<file path="src/rtl/fecr_params.svh">
// offsets, field positions, reset values and timing counts for the fan enhancement block
`ifndef FECR_PARAMS_SVH
`define FECR_PARAMS_SVH

`define FECR_ADDR_ENH        8'h45
`define FECR_BIT_RSVD        7
`define FECR_BIT_FINE_EN     6
`define FECR_BIT_LUT_RES     5
`define FECR_BIT_DUTY_FINE   4
`define FECR_BIT_USIGN       3
`define FECR_BIT_RATE_HI     2
`define FECR_BIT_RATE_LO     1
`define FECR_BIT_RAMP_EN     0
`define FECR_ENH_RESET       8'h00
`define FECR_CLK_HZ          40000000
// ramp intervals in microseconds, code 10 taken as 0.091 s
`define FECR_T_RATE0_US      23000
`define FECR_T_RATE1_US      46000
`define FECR_T_RATE2_US      91000
`define FECR_T_RATE3_US      182000
`define FECR_US_PER_S        1000000
`define FECR_COARSE_STEP     8'h10
`define FECR_FINE_STEP       8'h01

`endif

</file>
<file path="src/rtl/fecr_pkg.sv">
// types shared by the fan enhancement block
package fecr_pkg;

  // decoded fields of the enhancement control register
  typedef struct packed {
    logic       fine_bits_en;
    logic       lut_res_ext;
    logic       duty_fine;
    logic       setpoint_unsigned;
    logic [1:0] ramp_interval;
    logic       ramp_en;
  } fecr_ctrl_t;

  typedef enum logic [1:0] {
    FECR_DUTY_IDLE = 2'b00,
    FECR_DUTY_RAMP = 2'b01,
    FECR_DUTY_JUMP = 2'b10
  } fecr_duty_state_t;

endpackage : fecr_pkg

</file>
<file path="src/rtl/fecr_ramp_timer.sv">
// divider giving one-cycle pulses at the selected ramp interval
`timescale 1ns/1ps
`include "fecr_params.svh"

module fecr_ramp_timer #(
  parameter int unsigned CLK_HZ = `FECR_CLK_HZ,
  parameter int unsigned T0_US  = `FECR_T_RATE0_US,
  parameter int unsigned T1_US  = `FECR_T_RATE1_US,
  parameter int unsigned T2_US  = `FECR_T_RATE2_US,
  parameter int unsigned T3_US  = `FECR_T_RATE3_US
) (
  // clock and reset
  input  wire logic       clk_i,
  input  wire logic       rst_b_i,
  // control
  input  wire logic       run_i,
  input  wire logic [1:0] sel_i,
  // tick out
  output logic            tick_o
);

  // each time rounds down, never below one cycle
  localparam longint unsigned C0 = (longint'(CLK_HZ) * T0_US) / `FECR_US_PER_S;
  localparam longint unsigned C1 = (longint'(CLK_HZ) * T1_US) / `FECR_US_PER_S;
  localparam longint unsigned C2 = (longint'(CLK_HZ) * T2_US) / `FECR_US_PER_S;
  localparam longint unsigned C3 = (longint'(CLK_HZ) * T3_US) / `FECR_US_PER_S;
  localparam logic [23:0] N0 = (C0 < 1) ? 24'h000001 : C0[23:0];
  localparam logic [23:0] N1 = (C1 < 1) ? 24'h000001 : C1[23:0];
  localparam logic [23:0] N2 = (C2 < 1) ? 24'h000001 : C2[23:0];
  localparam logic [23:0] N3 = (C3 < 1) ? 24'h000001 : C3[23:0];

  logic [23:0] cnt_reg;
  logic [23:0] cnt_next;
  wire  [23:0] limit = (sel_i == 2'b00) ? N0 :
                       (sel_i == 2'b01) ? N1 :
                       (sel_i == 2'b10) ? N2 : N3;
  wire         last  = (cnt_reg >= limit - 24'h000001);

  // count restarts whenever run_i drops
  assign cnt_next = (!run_i || last) ? 24'h000000 : cnt_reg + 24'h000001;
  assign tick_o   = run_i && last;

  always_ff @(posedge clk_i or negedge rst_b_i)
  begin
    if (!rst_b_i)
      cnt_reg <= 24'h000000;
    else
      cnt_reg <= cnt_next;
  end

endmodule : fecr_ramp_timer

</file>
<file path="src/rtl/fecr_duty_ramp.sv">
// duty tracker that walks toward the table target or jumps
`timescale 1ns/1ps
`include "fecr_params.svh"

module fecr_duty_ramp (
  // clock and reset
  input  wire logic       clk_i,
  input  wire logic       rst_b_i,
  // control
  input  wire logic       smooth_i,
  input  wire logic       fine_i,
  input  wire logic       tick_i,
  input  wire logic [7:0] target_i,
  // duty out
  output logic [7:0]      duty_o,
  output logic            ramping_o
);

  fecr_pkg::fecr_duty_state_t state_reg;
  fecr_pkg::fecr_duty_state_t state_next;
  logic [7:0] duty_reg;
  logic [7:0] duty_next;

  wire [7:0] step    = fine_i ? `FECR_FINE_STEP : `FECR_COARSE_STEP;
  wire [8:0] up_sum  = {1'b0, duty_reg} + {1'b0, step};
  wire       go_up   = target_i > duty_reg;
  wire       near_up = (target_i - duty_reg) <= step;
  wire       near_dn = (duty_reg - target_i) <= step;
  wire [7:0] stepped = go_up ? (near_up ? target_i : up_sum[7:0])
                             : (near_dn ? target_i : duty_reg - step);

  // state selection: equal means done, not smoothing means jump
  always_comb
  begin
    state_next = fecr_pkg::FECR_DUTY_IDLE;
    duty_next  = duty_reg;
    case (state_reg)
      fecr_pkg::FECR_DUTY_IDLE,
      fecr_pkg::FECR_DUTY_RAMP,
      fecr_pkg::FECR_DUTY_JUMP:
      begin
        if (target_i == duty_reg)
          state_next = fecr_pkg::FECR_DUTY_IDLE;
        else if (!smooth_i)
        begin
          state_next = fecr_pkg::FECR_DUTY_JUMP;
          duty_next  = target_i;
        end
        else
        begin
          state_next = fecr_pkg::FECR_DUTY_RAMP;
          if (tick_i)
            duty_next = stepped;
        end
      end
      default:
      begin
        state_next = fecr_pkg::FECR_DUTY_IDLE;
        duty_next  = target_i;
      end
    endcase
  end

  assign duty_o    = duty_reg;
  assign ramping_o = (state_reg == fecr_pkg::FECR_DUTY_RAMP);

  always_ff @(posedge clk_i or negedge rst_b_i)
  begin
    if (!rst_b_i)
    begin
      state_reg <= fecr_pkg::FECR_DUTY_IDLE;
      duty_reg  <= 8'h00;
    end
    else
    begin
      state_reg <= state_next;
      duty_reg  <= duty_next;
    end
  end

endmodule : fecr_duty_ramp

</file>
<file path="src/rtl/fecr_enh_ctrl.sv">
// fan enhancement control register and the behaviour it drives
`timescale 1ns/1ps
`include "fecr_params.svh"

module fecr_enh_ctrl #(
  // clock rate the ramp intervals are counted in
  parameter int unsigned CLK_HZ = `FECR_CLK_HZ
) (
  // clock and reset
  input  wire logic        clk_i,
  input  wire logic        rst_b_i,
  // register access port
  input  wire logic [7:0]  reg_addr_i,
  input  wire logic [7:0]  reg_wdata_i,
  input  wire logic        reg_wr_i,
  output logic [7:0]       reg_rdata_o,
  // device state
  input  wire logic        pwm_program_unlock_i,
  input  wire logic        pwm_freq_22k5_i,
  input  wire logic        spin_up_i,
  input  wire logic        critical_temperature_event_i,
  input  wire logic        filter_active_i,
  // remote temperature low byte
  input  wire logic [7:0]  remote_low_raw_i,
  output logic [7:0]       remote_low_o,
  // setpoint comparison
  input  wire logic [10:0] remote_temp_i,
  input  wire logic [10:0] high_setpoint_i,
  input  wire logic [10:0] critical_temperature_limit_i,
  output logic             high_exceeded_o,
  output logic             critical_exceeded_o,
  // duty path
  input  wire logic [7:0]  lut_duty_i,
  input  wire logic [7:0]  program_duty_i,
  input  wire logic [7:0]  override_duty_i,
  output logic [7:0]       duty_o,
  output logic             ramping_o,
  // decoded configuration
  output fecr_pkg::fecr_ctrl_t ctrl_o
);

  logic [7:0] enh_reg;
  logic [7:0] enh_next;
  logic       hi_reg;
  logic       crit_reg;
  logic [7:0] low_reg;
  logic       tick;

  // signed compare flips the top bits so an unsigned compare works
  function automatic logic above(input logic [10:0] t, input logic [10:0] s,
                                 input logic uns);
    logic [10:0] ta;
    logic [10:0] sa;
    ta = uns ? t : {~t[10], t[9:0]};
    sa = uns ? s : {~s[10], s[9:0]};
    above = ta > sa;
  endfunction : above

  wire wr_hit = reg_wr_i && (reg_addr_i == `FECR_ADDR_ENH);
  wire [2:0] ramp_bits_next = pwm_program_unlock_i ?
                              reg_wdata_i[`FECR_BIT_RATE_HI:`FECR_BIT_RAMP_EN] :
                              enh_reg[`FECR_BIT_RATE_HI:`FECR_BIT_RAMP_EN];

  // write merge: top bit dropped, low three gated by unlock
  assign enh_next = wr_hit ?
                    {1'b0, reg_wdata_i[`FECR_BIT_FINE_EN:`FECR_BIT_USIGN], ramp_bits_next}
                    : enh_reg;

  assign ctrl_o.fine_bits_en      = enh_reg[`FECR_BIT_FINE_EN];
  assign ctrl_o.lut_res_ext       = enh_reg[`FECR_BIT_LUT_RES];
  assign ctrl_o.duty_fine         = enh_reg[`FECR_BIT_DUTY_FINE] && pwm_freq_22k5_i;
  assign ctrl_o.setpoint_unsigned = enh_reg[`FECR_BIT_USIGN];
  assign ctrl_o.ramp_interval     = enh_reg[`FECR_BIT_RATE_HI:`FECR_BIT_RATE_LO];
  assign ctrl_o.ramp_en           = enh_reg[`FECR_BIT_RAMP_EN];

  // fine fraction bits shown only when enabled and filtered
  wire       show_fine = ctrl_o.fine_bits_en && filter_active_i;
  wire [7:0] low_next  = {remote_low_raw_i[7:5],
                          show_fine ? remote_low_raw_i[4:3] : 2'b00,
                          remote_low_raw_i[2:0]};

  // comparisons against the high and critical limits
  wire hi_next   = above(remote_temp_i, high_setpoint_i, ctrl_o.setpoint_unsigned);
  wire crit_next = above(remote_temp_i, critical_temperature_limit_i,
                         ctrl_o.setpoint_unsigned);

  // duty source: override and program writes bypass the table path
  wire bypass = spin_up_i || critical_temperature_event_i;
  wire table_mode = !pwm_program_unlock_i && !bypass;
  wire [7:0] target = bypass ? override_duty_i :
                      (pwm_program_unlock_i ? program_duty_i : lut_duty_i);
  wire smooth = ctrl_o.ramp_en && pwm_freq_22k5_i && table_mode;

  fecr_ramp_timer #(
    .CLK_HZ  (CLK_HZ)
  ) u_timer (
    .clk_i   (clk_i),
    .rst_b_i (rst_b_i),
    .run_i   (smooth),
    .sel_i   (ctrl_o.ramp_interval),
    .tick_o  (tick)
  );

  fecr_duty_ramp u_ramp (
    .clk_i     (clk_i),
    .rst_b_i   (rst_b_i),
    .smooth_i  (smooth),
    .fine_i    (ctrl_o.duty_fine),
    .tick_i    (tick),
    .target_i  (target),
    .duty_o    (duty_o),
    .ramping_o (ramping_o)
  );

  // register state and registered outputs
  always_ff @(posedge clk_i or negedge rst_b_i)
  begin
    if (!rst_b_i)
    begin
      enh_reg  <= `FECR_ENH_RESET;
      hi_reg   <= 1'b0;
      crit_reg <= 1'b0;
      low_reg  <= 8'h00;
    end
    else
    begin
      enh_reg  <= enh_next;
      hi_reg   <= hi_next;
      crit_reg <= crit_next;
      low_reg  <= low_next;
    end
  end

  // read mux, unmapped addresses return zero; top bit always zero
  assign reg_rdata_o = (reg_addr_i == `FECR_ADDR_ENH) ?
                       {1'b0, enh_reg[`FECR_BIT_FINE_EN:0]} : 8'h00;
  assign remote_low_o        = low_reg;
  assign high_exceeded_o     = hi_reg;
  assign critical_exceeded_o = crit_reg;

endmodule : fecr_enh_ctrl

</file>
<file path="config.mk">
export PLATFORM = sky130hd
export DESIGN_NAME = fecr_enh_ctrl
export DESIGN_NICKNAME = d
export VERILOG_FILES = /design/src/rtl/fecr_pkg.sv /design/src/rtl/fecr_ramp_timer.sv /design/src/rtl/fecr_duty_ramp.sv /design/src/rtl/fecr_enh_ctrl.sv
export VERILOG_INCLUDE_DIRS = /design/src /design/src/rtl
export SDC_FILE = /design/constraint.sdc
export NUM_CORES = 1
export LEC_CHECK = 0
export BUFFER_PORTS_ARGS = -buffer_cell sky130_fd_sc_hd__buf_2
export CORE_MARGIN = 2
export CORE_UTILIZATION = 40
export DETAILED_ROUTE_END_ITERATION = 10
export MAX_ROUTING_LAYER = met4
export PLACE_DENSITY = 0.73
export SETUP_SLACK_MARGIN = 0.1
export SLEW_MARGIN = 10
export SYNTH_ARGS = -nofsm -noshare
export SYNTH_HDL_FRONTEND = slang
export SYNTH_SLANG_ARGS = --single-unit
</file>
<file path="constraint.sdc">
create_clock -name clk_i -period 4 [get_ports clk_i]
set_clock_uncertainty 0.2 [all_clocks]
set_input_delay 0.8 -clock clk_i [delete_from_list [all_inputs] [get_ports clk_i]]
set_output_delay 0.8 -clock clk_i [all_outputs]
set_load 0.02 [all_outputs]
</file>
==> Word-level counts from Yosys, hierarchy flattened <==
Cells that the tools add are included.
{ "word_totals": {"register_bits": 51, "input_bits": 89, "out_inout_bits": 34, "wordCells": 70} }
{ "classes": {"n_addsub": 6, "order_cmp": 6, "eq_ne": 8, "mux": 22, "bitwise": 3, "n_reduce_logical": 17} }
{ "op_table": {"columns": ["operator", "n"], "rows": [
  ["$mux W24", 3],
  ["$mux W8", 9],
  ["$mux W11", 3],
  ["$add A24 B1 Y24 const B", 1],
  ["$ge A24 B24 Y1", 1],
  ["$sub A24 B1 Y24 const B", 1],
  ["$sub A8 B8 Y8", 3],
  ["$mux W23", 1],
  ["$gt A11 B11 Y1", 2],
  ["$le A8 B8 Y1", 2],
  ["$add A8 B8 Y8", 1],
  ["$eq A8 B7 Y1 const B", 1],
  ["$eq A8 B8 Y1", 1],
  ["$gt A8 B8 Y1", 1],
  ["$mux W2", 4],
  ["$logic_and A1 B1 Y1", 7],
  ["$mux W7", 1],
  ["$mux W5", 1],
  ["$eq A2 B1 Y1 const B", 2],
  ["$eq A2 B2 Y1 const B", 2],
  ["$logic_not A2 Y1", 2],
  ["$reduce_and A2 Y1", 2],
  ["$logic_not A1 Y1", 3],
  ["$ne A3 B3 Y1 const B", 1],
  ["4 further kinds", 7]
]} }

==> Logic depth before layout (Yosys ltp) <==
Gate-level depths: netlist (run 1).
{ "depth": {"depth_word": 11, "mapped_depth": 19, "mapped_depth_nobuf": 18} }

==> By module <==
From an unflattened synthesis (run 1), not the netlist that was laid out.
{ "hier_totals": {"hier_cells": 542, "area_unflattened_um2": 4828.4} }
{ "modules_own_cells": {"columns": ["module", "n_inst", "cells_per_inst", "area_each_um2", "seq_area_each_um2"], "rows": [
  ["fecr_duty_ramp", 1, 220, 1771.7, 250.2],
  ["fecr_ramp_timer", 1, 169, 1615.3, 600.6],
  ["fecr_enh_ctrl", 1, 153, 1441.4, 425.4]
]} }

==> Least setup slack after synthesis (run 1) <==
Ideal clock, no wire load.
{ "synth_timing": {"path_kind": "input to register", "startpoint": "input pwm_program_unlock_i", "endpoint": "register u_ramp.duty_reg[0], in the netlist u_ramp.duty_o[0]", "setup_ns": 0.073, "arrival_ns": 4.394, "t_required_ns": 3.727, "path_slack_ns": -0.667, "cell_stages": 19, "path_buffers": 1, "cell_sequence": "clkbuf_1 -> mux2i_1 -> nand2_1 -> o21ai_0 -> inv_1 -> ha_1 -> fa_1 -> nand2b_1 -> a21oi_1 -> xor2_1 -> ha_1 -> nand2_1 -> nor3_1 -> a31oi_1 -> o2111ai_1 -> o311ai_4 -> o31ai_2 -> mux2_4 -> a21oi_2"} }
{ "synth_between": {"elab_chain_len": 10, "word_cells_on_any_way": 22, "cone_classes": "add/sub (2); order compare (3); eq/ne (3); mux (9); reduce/logical (5)"} }
{ "synth_rtl": {"columns": ["item", "line_no", "rtl"], "rows": [
  ["from (decl)", "fecr_enh_ctrl.sv:18", "input wire logic pwm_program_unlock_i,"],
  ["$mux W8", "fecr_enh_ctrl.sv:91", "(pwm_program_unlock_i ? program_duty_i : lut_duty_i);"],
  ["$mux W8", "fecr_enh_ctrl.sv:90", "wire [7:0] target = bypass ? override_duty_i :"],
  ["$sub A8 B8 Y8 (on tied branches)", "fecr_duty_ramp.sv:28, fecr_duty_ramp.sv:27", null],
  ["$le A8 B8 Y1 (on tied branches)", "fecr_duty_ramp.sv:28, fecr_duty_ramp.sv:27", null],
  ["$mux W8 (on tied branches)", "fecr_duty_ramp.sv:30, fecr_duty_ramp.sv:29", null],
  ["$mux W8", "fecr_duty_ramp.sv:29", "wire [7:0] stepped = go_up ? (near_up ? target_i : up_sum[7:0])"],
  ["$mux W8", "fecr_duty_ramp.sv:52", "if (tick_i)"],
  ["$mux W8", "fecr_duty_ramp.sv:44", "else if (!smooth_i)"],
  ["$mux W8", "fecr_duty_ramp.sv:42", "if (target_i == duty_reg)"],
  ["$mux W8", "fecr_duty_ramp.sv:37", "case (state_reg)"],
  ["to (signal assigned)", "fecr_duty_ramp.sv:77", "duty_reg <= duty_next;"],
  ["to (decl)", "fecr_duty_ramp.sv:21", "logic [7:0] duty_reg;"]
]} }
Parallel ways exist; a longest one is shown, timed or not. The select of a mux whose other input is x is not followed.
A chain may end at the register's enable or synchronous reset.

==> Final worst setup path (run 1) <==
{ "layout_timing": {"startpoint": "input spin_up_i", "endpoint": "register u_ramp.duty_reg[6], in the netlist u_ramp.duty_o[6]"} }
{ "layout_between": {"elab_chain_len": 10, "word_cells_on_any_way": 22, "cone_classes": "add/sub (2); order compare (3); eq/ne (3); mux (8); reduce/logical (6)"} }
{ "layout_rtl": {"columns": ["item", "line_no", "rtl"], "rows": [
  ["from (decl)", "fecr_enh_ctrl.sv:20", "input wire logic spin_up_i,"],
  ["$logic_or A1 B1 Y1 (*)", "fecr_enh_ctrl.sv:88", "wire bypass = spin_up_i || critical_temperature_event_i;"],
  ["$mux W8", "fecr_enh_ctrl.sv:90", null],
  ["$sub A8 B8 Y8 (on tied branches)", "fecr_duty_ramp.sv:28, fecr_duty_ramp.sv:27", null],
  ["$le A8 B8 Y1 (on tied branches)", "fecr_duty_ramp.sv:28, fecr_duty_ramp.sv:27", null],
  ["$mux W8 (on tied branches)", "fecr_duty_ramp.sv:30, fecr_duty_ramp.sv:29", null],
  ["$mux W8", "fecr_duty_ramp.sv:29", null],
  ["$mux W8", "fecr_duty_ramp.sv:52", null],
  ["$mux W8", "fecr_duty_ramp.sv:44", null],
  ["$mux W8", "fecr_duty_ramp.sv:42", null],
  ["$mux W8", "fecr_duty_ramp.sv:37", null]
]} }
Mark *: on every way between the ends. The rest lies on a longest branch, timed or not. The select of a mux whose other input is x is not followed.

==> results.yml, run 1 <==
routing:
  vias: 4426
  ant_nets: 0
  drtIter0Drc: 255
  routedWlPerCell_um: 15.4
  vias_per_cell: 5.29
  first_pass_iters: 4
  drc: 0
  totalWireLength_um: 12900
synthesis:
  syn_area_per_cell_um2: 9.06
  synth-edff-count: 0
  syn_inst: 518
  synthArstFlopShare_pct: 100
  yosys_warnings: 0
  synth_area_um2: 4690
  synth_top_cell_area_share_pct: 27.2
  yosys-top-cells-count: "ha_1, nor2_1, dfrtp_1, inv_1, nand2_1"
  ys_seq_elements: 51
  ys.flop_type: "dfrtp_1"
  yosys.area.top_type: "dfrtp_1"
  synth_cell_type_count: 66
  synthTopCellsByArea: "dfrtp_1, ha_1, nor2_1"
  seq_area_frac_synth_pct: 27.2
  yosysMostFrequentCell: "ha_1"
  syn_nets: 679
timing:
  setup_viol: 7
  worst_pin_slew_ns: 0.641
  layout_setup_ws_ns: -0.0909
  period_needed_ns: 4.09
  rsz0062_at_grt: "yes"
  holdWs_ns: 0.296
  timing.fmax_mhz: 244
  slew_viol_final: 0
  hold_violations: 0
  slew_headroom_pct: 57.3
  min_period_over_period_pct: 102
critical_path:
  arrival_ns: 4.07
  critPathKind: "input port to register"
  path_buf_inv: 4
  cp_slowest_cell: "fa_2"
  critical_path.max_fanout: 6
  cpPeakStageDelay_ns: 0.36
  critPathLaunchType: "input port"
  worst-r2r-cell-count: 15
  critPathCaptureType: "register"
  rr_startpoint: "u_ramp.duty_o[0]$_DFFE_PN0P_"
  cp_cell_sequence: "buf_6, nor2_4, nand2_1, o21ai_2, inv_1, ha_2, fa_2, nand2b_4, a21oi_4, xor2_2, ha_4, buf_4, a2bb2oi_1, o22ai_1, o2111ai_2, o311ai_4, buf_4, o32ai_1, a211o_1"
  startpoint: "spin_up_i"
  cp_common_cell: "buf_4"
  crit_required_ns: 3.98
  crit_family: "compound AO/OA/AOI/OAI gates"
  crit_cells: 19
pwr:
  cellLeakagePower_nw: 3.15
  pwr-share-clk_pct: 25.7
  combPwrFrac_pct: 42.9
  p_seq_share_pct: 31.4
  cellPowerDensity_nw_per_um2: 282
  p_total_mw: 1.75
  p_sw_share_pct: 33.3
  p_int_mw: 1.17
  ir_worst_vdd_v: 0.000256
  p_sw_uw: 584
cts:
  cts_tree: "built"
  cts.sinks: 51
  path_clk_slew_ns: 0.07
  cts.path.max_buffers: 2
  cts_hold_buffers: 0
  cts-root-buf: "clkbuf_16"
  clock_latency_ns: 0.29
  htree_levels: 2
  cts-buffers-inserted: 5
finish:
  final_core_utilization_pct: 54.3
  antennaDiodeCount: 0
  largest_reg_flops: 24
  fin_nets: 854
  final_layout_size_suffix_gt1_share_pct: 35.3
  area_growth_pct: 32.1
global_route:
  grt_max_degree: 52
  grt_pass1_wl_um: 21200
  grt_pass1_vias: 4551
  overflow: 0
  antenna_found_initial: 0
  grt_usage_pct: 20.9
worst_hold_path:
  min_path_type: "register to register"
  hold_start: "u_timer.cnt_reg[0]$_DFF_PN0_"
  hold_depth: 1
status:
  violations: "setup timing"
  status: "finished with violations"
die:
  fp.dieArea_um2: 12600
  rows: 39
  start_util_pct: 41.1
  die_y_um: 112
  ios: 123
  die_w_um: 112
  core_um2: 11400
place:
  dp_hpwl_um: 10400
  gp_congestion: 0.943
  io_buffers: 120
  dp_worst_setup_slack_ns: -0.384
run:
  drv_cap: 0
## logic make-up (layout without fill, tap and decap cells)
kind of cell | after synthesis | after routing | synth area share, %
AND/OR/NAND/NOR | 163 | 163 | 17.2
adder cells (fa/ha/maj) | 72 | 72 | 19.5
buffers and inverters | 64 | 240 | 6.56
other | 1 | 1 | 0.0799
AO/OA/AOI/OAI | 105 | 105 | 17.0
XOR/XNOR | 41 | 41 | 7.65
multiplexers | 21 | 21 | 4.77
flip-flops | 51 | 51 | 27.2
## layer usage
layer	wire, µm	part of all wire (%)	global-route usage, %
met5	0	0	-
met4	212	1.6	6.18
met3	713	5.5	2.38
met2	6570	51	37.0
met1	5360	42	24.9
## cells in the final DEF (no fill, tap or decap), drive strengths merged, types with 11 or more instances in the layout
cell type,netlist,final
a21oi,16,16
ha,70,70
and3,11,11
and2,12,12
nand2,29,29
mux2i,13,13
o21ai,16,16
buf,13,187
nand3,18,18
inv,45,45
nor2,59,59
a21o,12,12
xnor2,22,22
xor2,19,19
dfrtp,51,51
## worst paths after layout
check / end / slack (ns)
setup reg to reg: u_ramp.duty_o[6]$_DFFE_PN0P_ / 0.41
hold reg to reg: u_timer.cnt_reg[0]$_DFF_PN0_ / 0.30
max in group asynchronous: remote_low_o[3]$_DFF_PN0_ / 2.84
setup / recovery: u_ramp.duty_o[6]$_DFFE_PN0P_ / -0.09
hold / removal: u_timer.cnt_reg[0]$_DFF_PN0_ / 0.30
min in group asynchronous: u_timer.cnt_reg[15]$_DFF_PN0_ / 0.34
## per-stage QoR
stage                     cells  TNS (ns)  cell area (µm²)
after detailed placement    820     -2.79             5840
after global placement      820     -2.09             5840
after floorplan             518    -0.549             4770
final                       837    -0.378             6200
after CTS                   829    -0.291             6020
after global routing        837     -1.58             6200
## worst register-to-register path: stages (launching register included)
cell,delay (ns)
dfrtp_1,0.45
inv_1,0.11
ha_2,0.21
fa_2,0.36
nand2b_4,0.16
a21oi_4,0.15
xor2_2,0.10
ha_4,0.30
buf_4,0.11
a2bb2oi_1,0.05
o22ai_1,0.16
o2111ai_2,0.22
o311ai_4,0.36
buf_4,0.21
o32ai_1,0.09
a211o_1,0.26
## power groups by stage
stage | Sequential (mW) | Clock (mW) | Combinational, mW
2_1_floorplan | 0.576 | 0 | 0.405
3_3_place_gp | 0.558 | 0 | 0.669
3_5_place_dp | 0.559 | 0 | 0.686
4_1_cts | 0.550 | 0.461 | 0.692
5_1_grt | 0.552 | 0.481 | 0.822
6_report | 0.550 | 0.450 | 0.750
## repair_timing
item                       CTS  global route
pin swaps                    1            23
setup endpoints to repair    8             8
cloned                       0             0
buffers inserted             1             8
gates resized for setup      1            24
## cell type report
cell class / count / area (µm²)
Clock buffer: 7 / 153
Timing Repair Buffer: 187 / 1150
Inverter: 45 / 169
Sequential cell: 51 / 1280
Fill cell: 1032 / 5220
Tap cell: 143 / 179
Clock inverter: 1 / 7.51
Multi-Input combinational cell: 403 / 3270
Note: power is estimated with default switching activity, not from simulation.
==> inputs of run 2 (changes only) <==
- ABC_AREA: default -> 1
- PLACE_DENSITY: 0.73 -> 0.62
==> run 2 against run 1 <==
  * The run now ends clean
  * Combinational power rose by 15%
  * Total power rose by 10%
  * Clock power rose by 11%
==> results.yml, run 2 <==
routing:
  first_pass_iters: 7
  routedWlPerCell_um: 12.8
  vias_per_cell: 4.79
  totalWireLength_um: 13100
  vias: 4894
  ant_nets: 0
  drtIter0Drc: 263
  drc: 0
synthesis:
  syn_inst: 708
  yosysMostFrequentCell: "nand2_1"
  syn_nets: 869
  synthArstFlopShare_pct: 100
  synth_top_family_by_area: "simple AND/OR/NAND/NOR gates"
  synth_top_cell_area_share_pct: 25.0
  seq_area_frac_synth_pct: 25.0
  synth_cell_type_count: 49
  synth_xor_area_share_pct: 4.28
  syn_area_per_cell_um2: 7.22
  yosys-top-cells-count: "nand2_1, inv_1, nand3_1, ha_1, dfrtp_1"
  ys_seq_elements: 51
  yosys.area.top_type: "dfrtp_1"
  yosys_warnings: 0
  synthTopCellsByArea: "dfrtp_1, ha_1, nand2_1"
  ys.flop_type: "dfrtp_1"
  synth.area.mux_share_pct: 0
  synth-edff-count: 0
  yosys.area_share.simple_pct: 32.7
  synthAdderAreaFrac_pct: 17.9
  synth_compound_area_share_pct: 9.30
  synth_area_um2: 5110
finish:
  area_growth_pct: 21.8
  final_core_utilization_pct: 49.5
  fin_nets: 1010
  final_layout_size_suffix_gt1_share_pct: 24.5
  antennaDiodeCount: 0
  final_cell_mix: "nand2_1, buf_2, inv_1, nand3_1, ha_1"
  fillers: 1287
  stdcell_area_um2: 6230
  largest_reg_flops: 24
  final_common_cell: "nand2_1"
timing:
  min_period_over_period_pct: 92.0
  slew_viol_final: 0
  fin_setup_tns_ns: 0
  worst_pin_slew_ns: 0.699
  period_needed_ns: 3.68
  rsz0062_at_grt: "no"
  setup_viol: 0
  hold_violations: 0
  slew_headroom_pct: 53.4
  timing.fmax_mhz: 272
  holdWs_ns: 0.264
die:
  die_y_um: 117
  rows: 41
  fp.dieArea_um2: 13700
  ios: 123
  start_util_pct: 40.7
  die_w_um: 117
  core_um2: 12600
critical_path:
  path_buf_inv: 3
  critPathCaptureType: "register"
  cp_cell_sequence: "buf_2, nor2_4, buf_4, o21a_1, o21ai_0, o21ai_1, inv_1, fa_1, o21bai_2, xor2_1, ha_1, nand3_1, nand2_1, nand3_4, nor2_8, nand2_4, nand2_1, nand3_1, nand3_1, nand3_1, nand2_1"
  crit_family: "simple AND/OR/NAND/NOR gates"
  cp_common_cell: "nand3_1"
  critPathKind: "input port to register"
  critical_path.max_fanout: 8
  cpPeakStageDelay_ns: 0.45
  arrival_ns: 3.71
  critPathLaunchType: "input port"
  cp_slowest_cell: "fa_1"
  crit_required_ns: 4.03
cts:
  clock_latency_ns: 0.30
  cts.path.max_buffers: 2
  cts-buffers-inserted: 5
  cts-root-buf: "clkbuf_16"
  cts.sinks: 51
  path_clk_slew_ns: 0.07
  htree_levels: 2
  cts_tree: "built"
global_route:
  grt_pass1_wl_um: 21100
  grt_pass1_vias: 4543
  antenna_found_initial: 0
  grt_usage_pct: 19.9
  grt_max_degree: 31
  overflow: 0
place:
  placed_cell_area_um2: 6020
  dp_hpwl_um: 10700
  io_buffers: 120
  gp_congestion: 0.863
worst_hold_path:
  min_path_type: "register to register"
run:
  drv_cap: 0
status:
  status: "finished, final reports clean"
pwr:
  ir_worst_vdd_v: 0.000198
  cellPowerDensity_nw_per_um2: 310
  cellLeakagePower_nw: 3.45
run 2: cell count changes after synthesis, sizes merged, moves of 5 or more:
| cell | previous run | this run |
|---|---|---|
| mux2i | 13 | 0 |
| nor3 | 7 | 16 |
| mux2 | 8 | 0 |
| xnor2 | 22 | 8 |
| and3 | 11 | 2 |
| a211oi | 5 | 0 |
| inv | 45 | 120 |
| a21o | 12 | 1 |
| nand2 | 29 | 158 |
| a31oi | 7 | 1 |
| nand3 | 18 | 84 |
| o21ai | 16 | 32 |
| and2 | 12 | 1 |
| a21oi | 16 | 29 |
run 2: where the power goes:
| group | switching [mW] | total (mW) | internal [mW] |
|---|---|---|---|
| Combinational | 0.531 | 0.860 | 0.329 |
| Sequential | 0.0328 | 0.572 | 0.539 |
| Clock | 0.201 | 0.499 | 0.299 |
run 2: cell families after synthesis:
kind of cell,after synthesis
compound gates,81
flops,51
buf+inv,136
simple gates,342
other cells,1
xor+xnor,25
fa+ha+maj,72
run 2: final timing paths:
kind	to	depth (start not counted)	from	slack (ns)
worst max-delay path	u_ramp.duty_o[7]$_DFFE_PN0P_	21	critical_temperature_event_i	0.32
worst min-delay path	u_timer.cnt_reg[0]$_DFF_PN0_	1	u_timer.cnt_reg[0]$_DFF_PN0_	0.26
worst max register to register	u_ramp.duty_o[7]$_DFFE_PN0P_	15	enh_reg[1]$_DFFE_PN0P_	0.87
worst min register to register	u_timer.cnt_reg[0]$_DFF_PN0_	1	u_timer.cnt_reg[0]$_DFF_PN0_	0.26
max in group asynchronous	u_timer.cnt_reg[20]$_DFF_PN0_	2	rst_b_i	2.50
min in group asynchronous	remote_low_o[5]$_DFF_PN0_	1	rst_b_i	0.35
run 2: what timing repair did:
item                                    CTS  global route
endpoints found under the setup margin    0             8
hold buffers                              0             0
gates resized for setup                   0             4
setup buffers                             0             3
run 2: layout make-up:
class                   instances  area [µm²]  area share, %
multi-input cells             522        3300           53.0
flip-flops and latches         51        1280           20.5
repair buffers                146         796           12.8
inverters                     123         468           7.51
well taps                     172         215           3.46
clock buffers                   5         125           2.01
clock inverters                 3        47.5          0.764
run 2: metrics by stage:
step                instances  setup WS [ns]  total power [mW]
finish                   1022          0.322              1.93
detailed placement       1010        -0.0845              1.42
CTS                      1018          0.213              1.93
global route             1022         0.0958              2.09
global placement         1010        -0.0586              1.41
floorplan                 708          0.362              1.16
run 2: layer usage:
metal | track usage, % | wire [µm]
met1 | 25.7 | 6120
met2 | 33.6 | 6310
met3 | 2.27 | 438
met4 | 4.94 | 184
met5 | - | 0
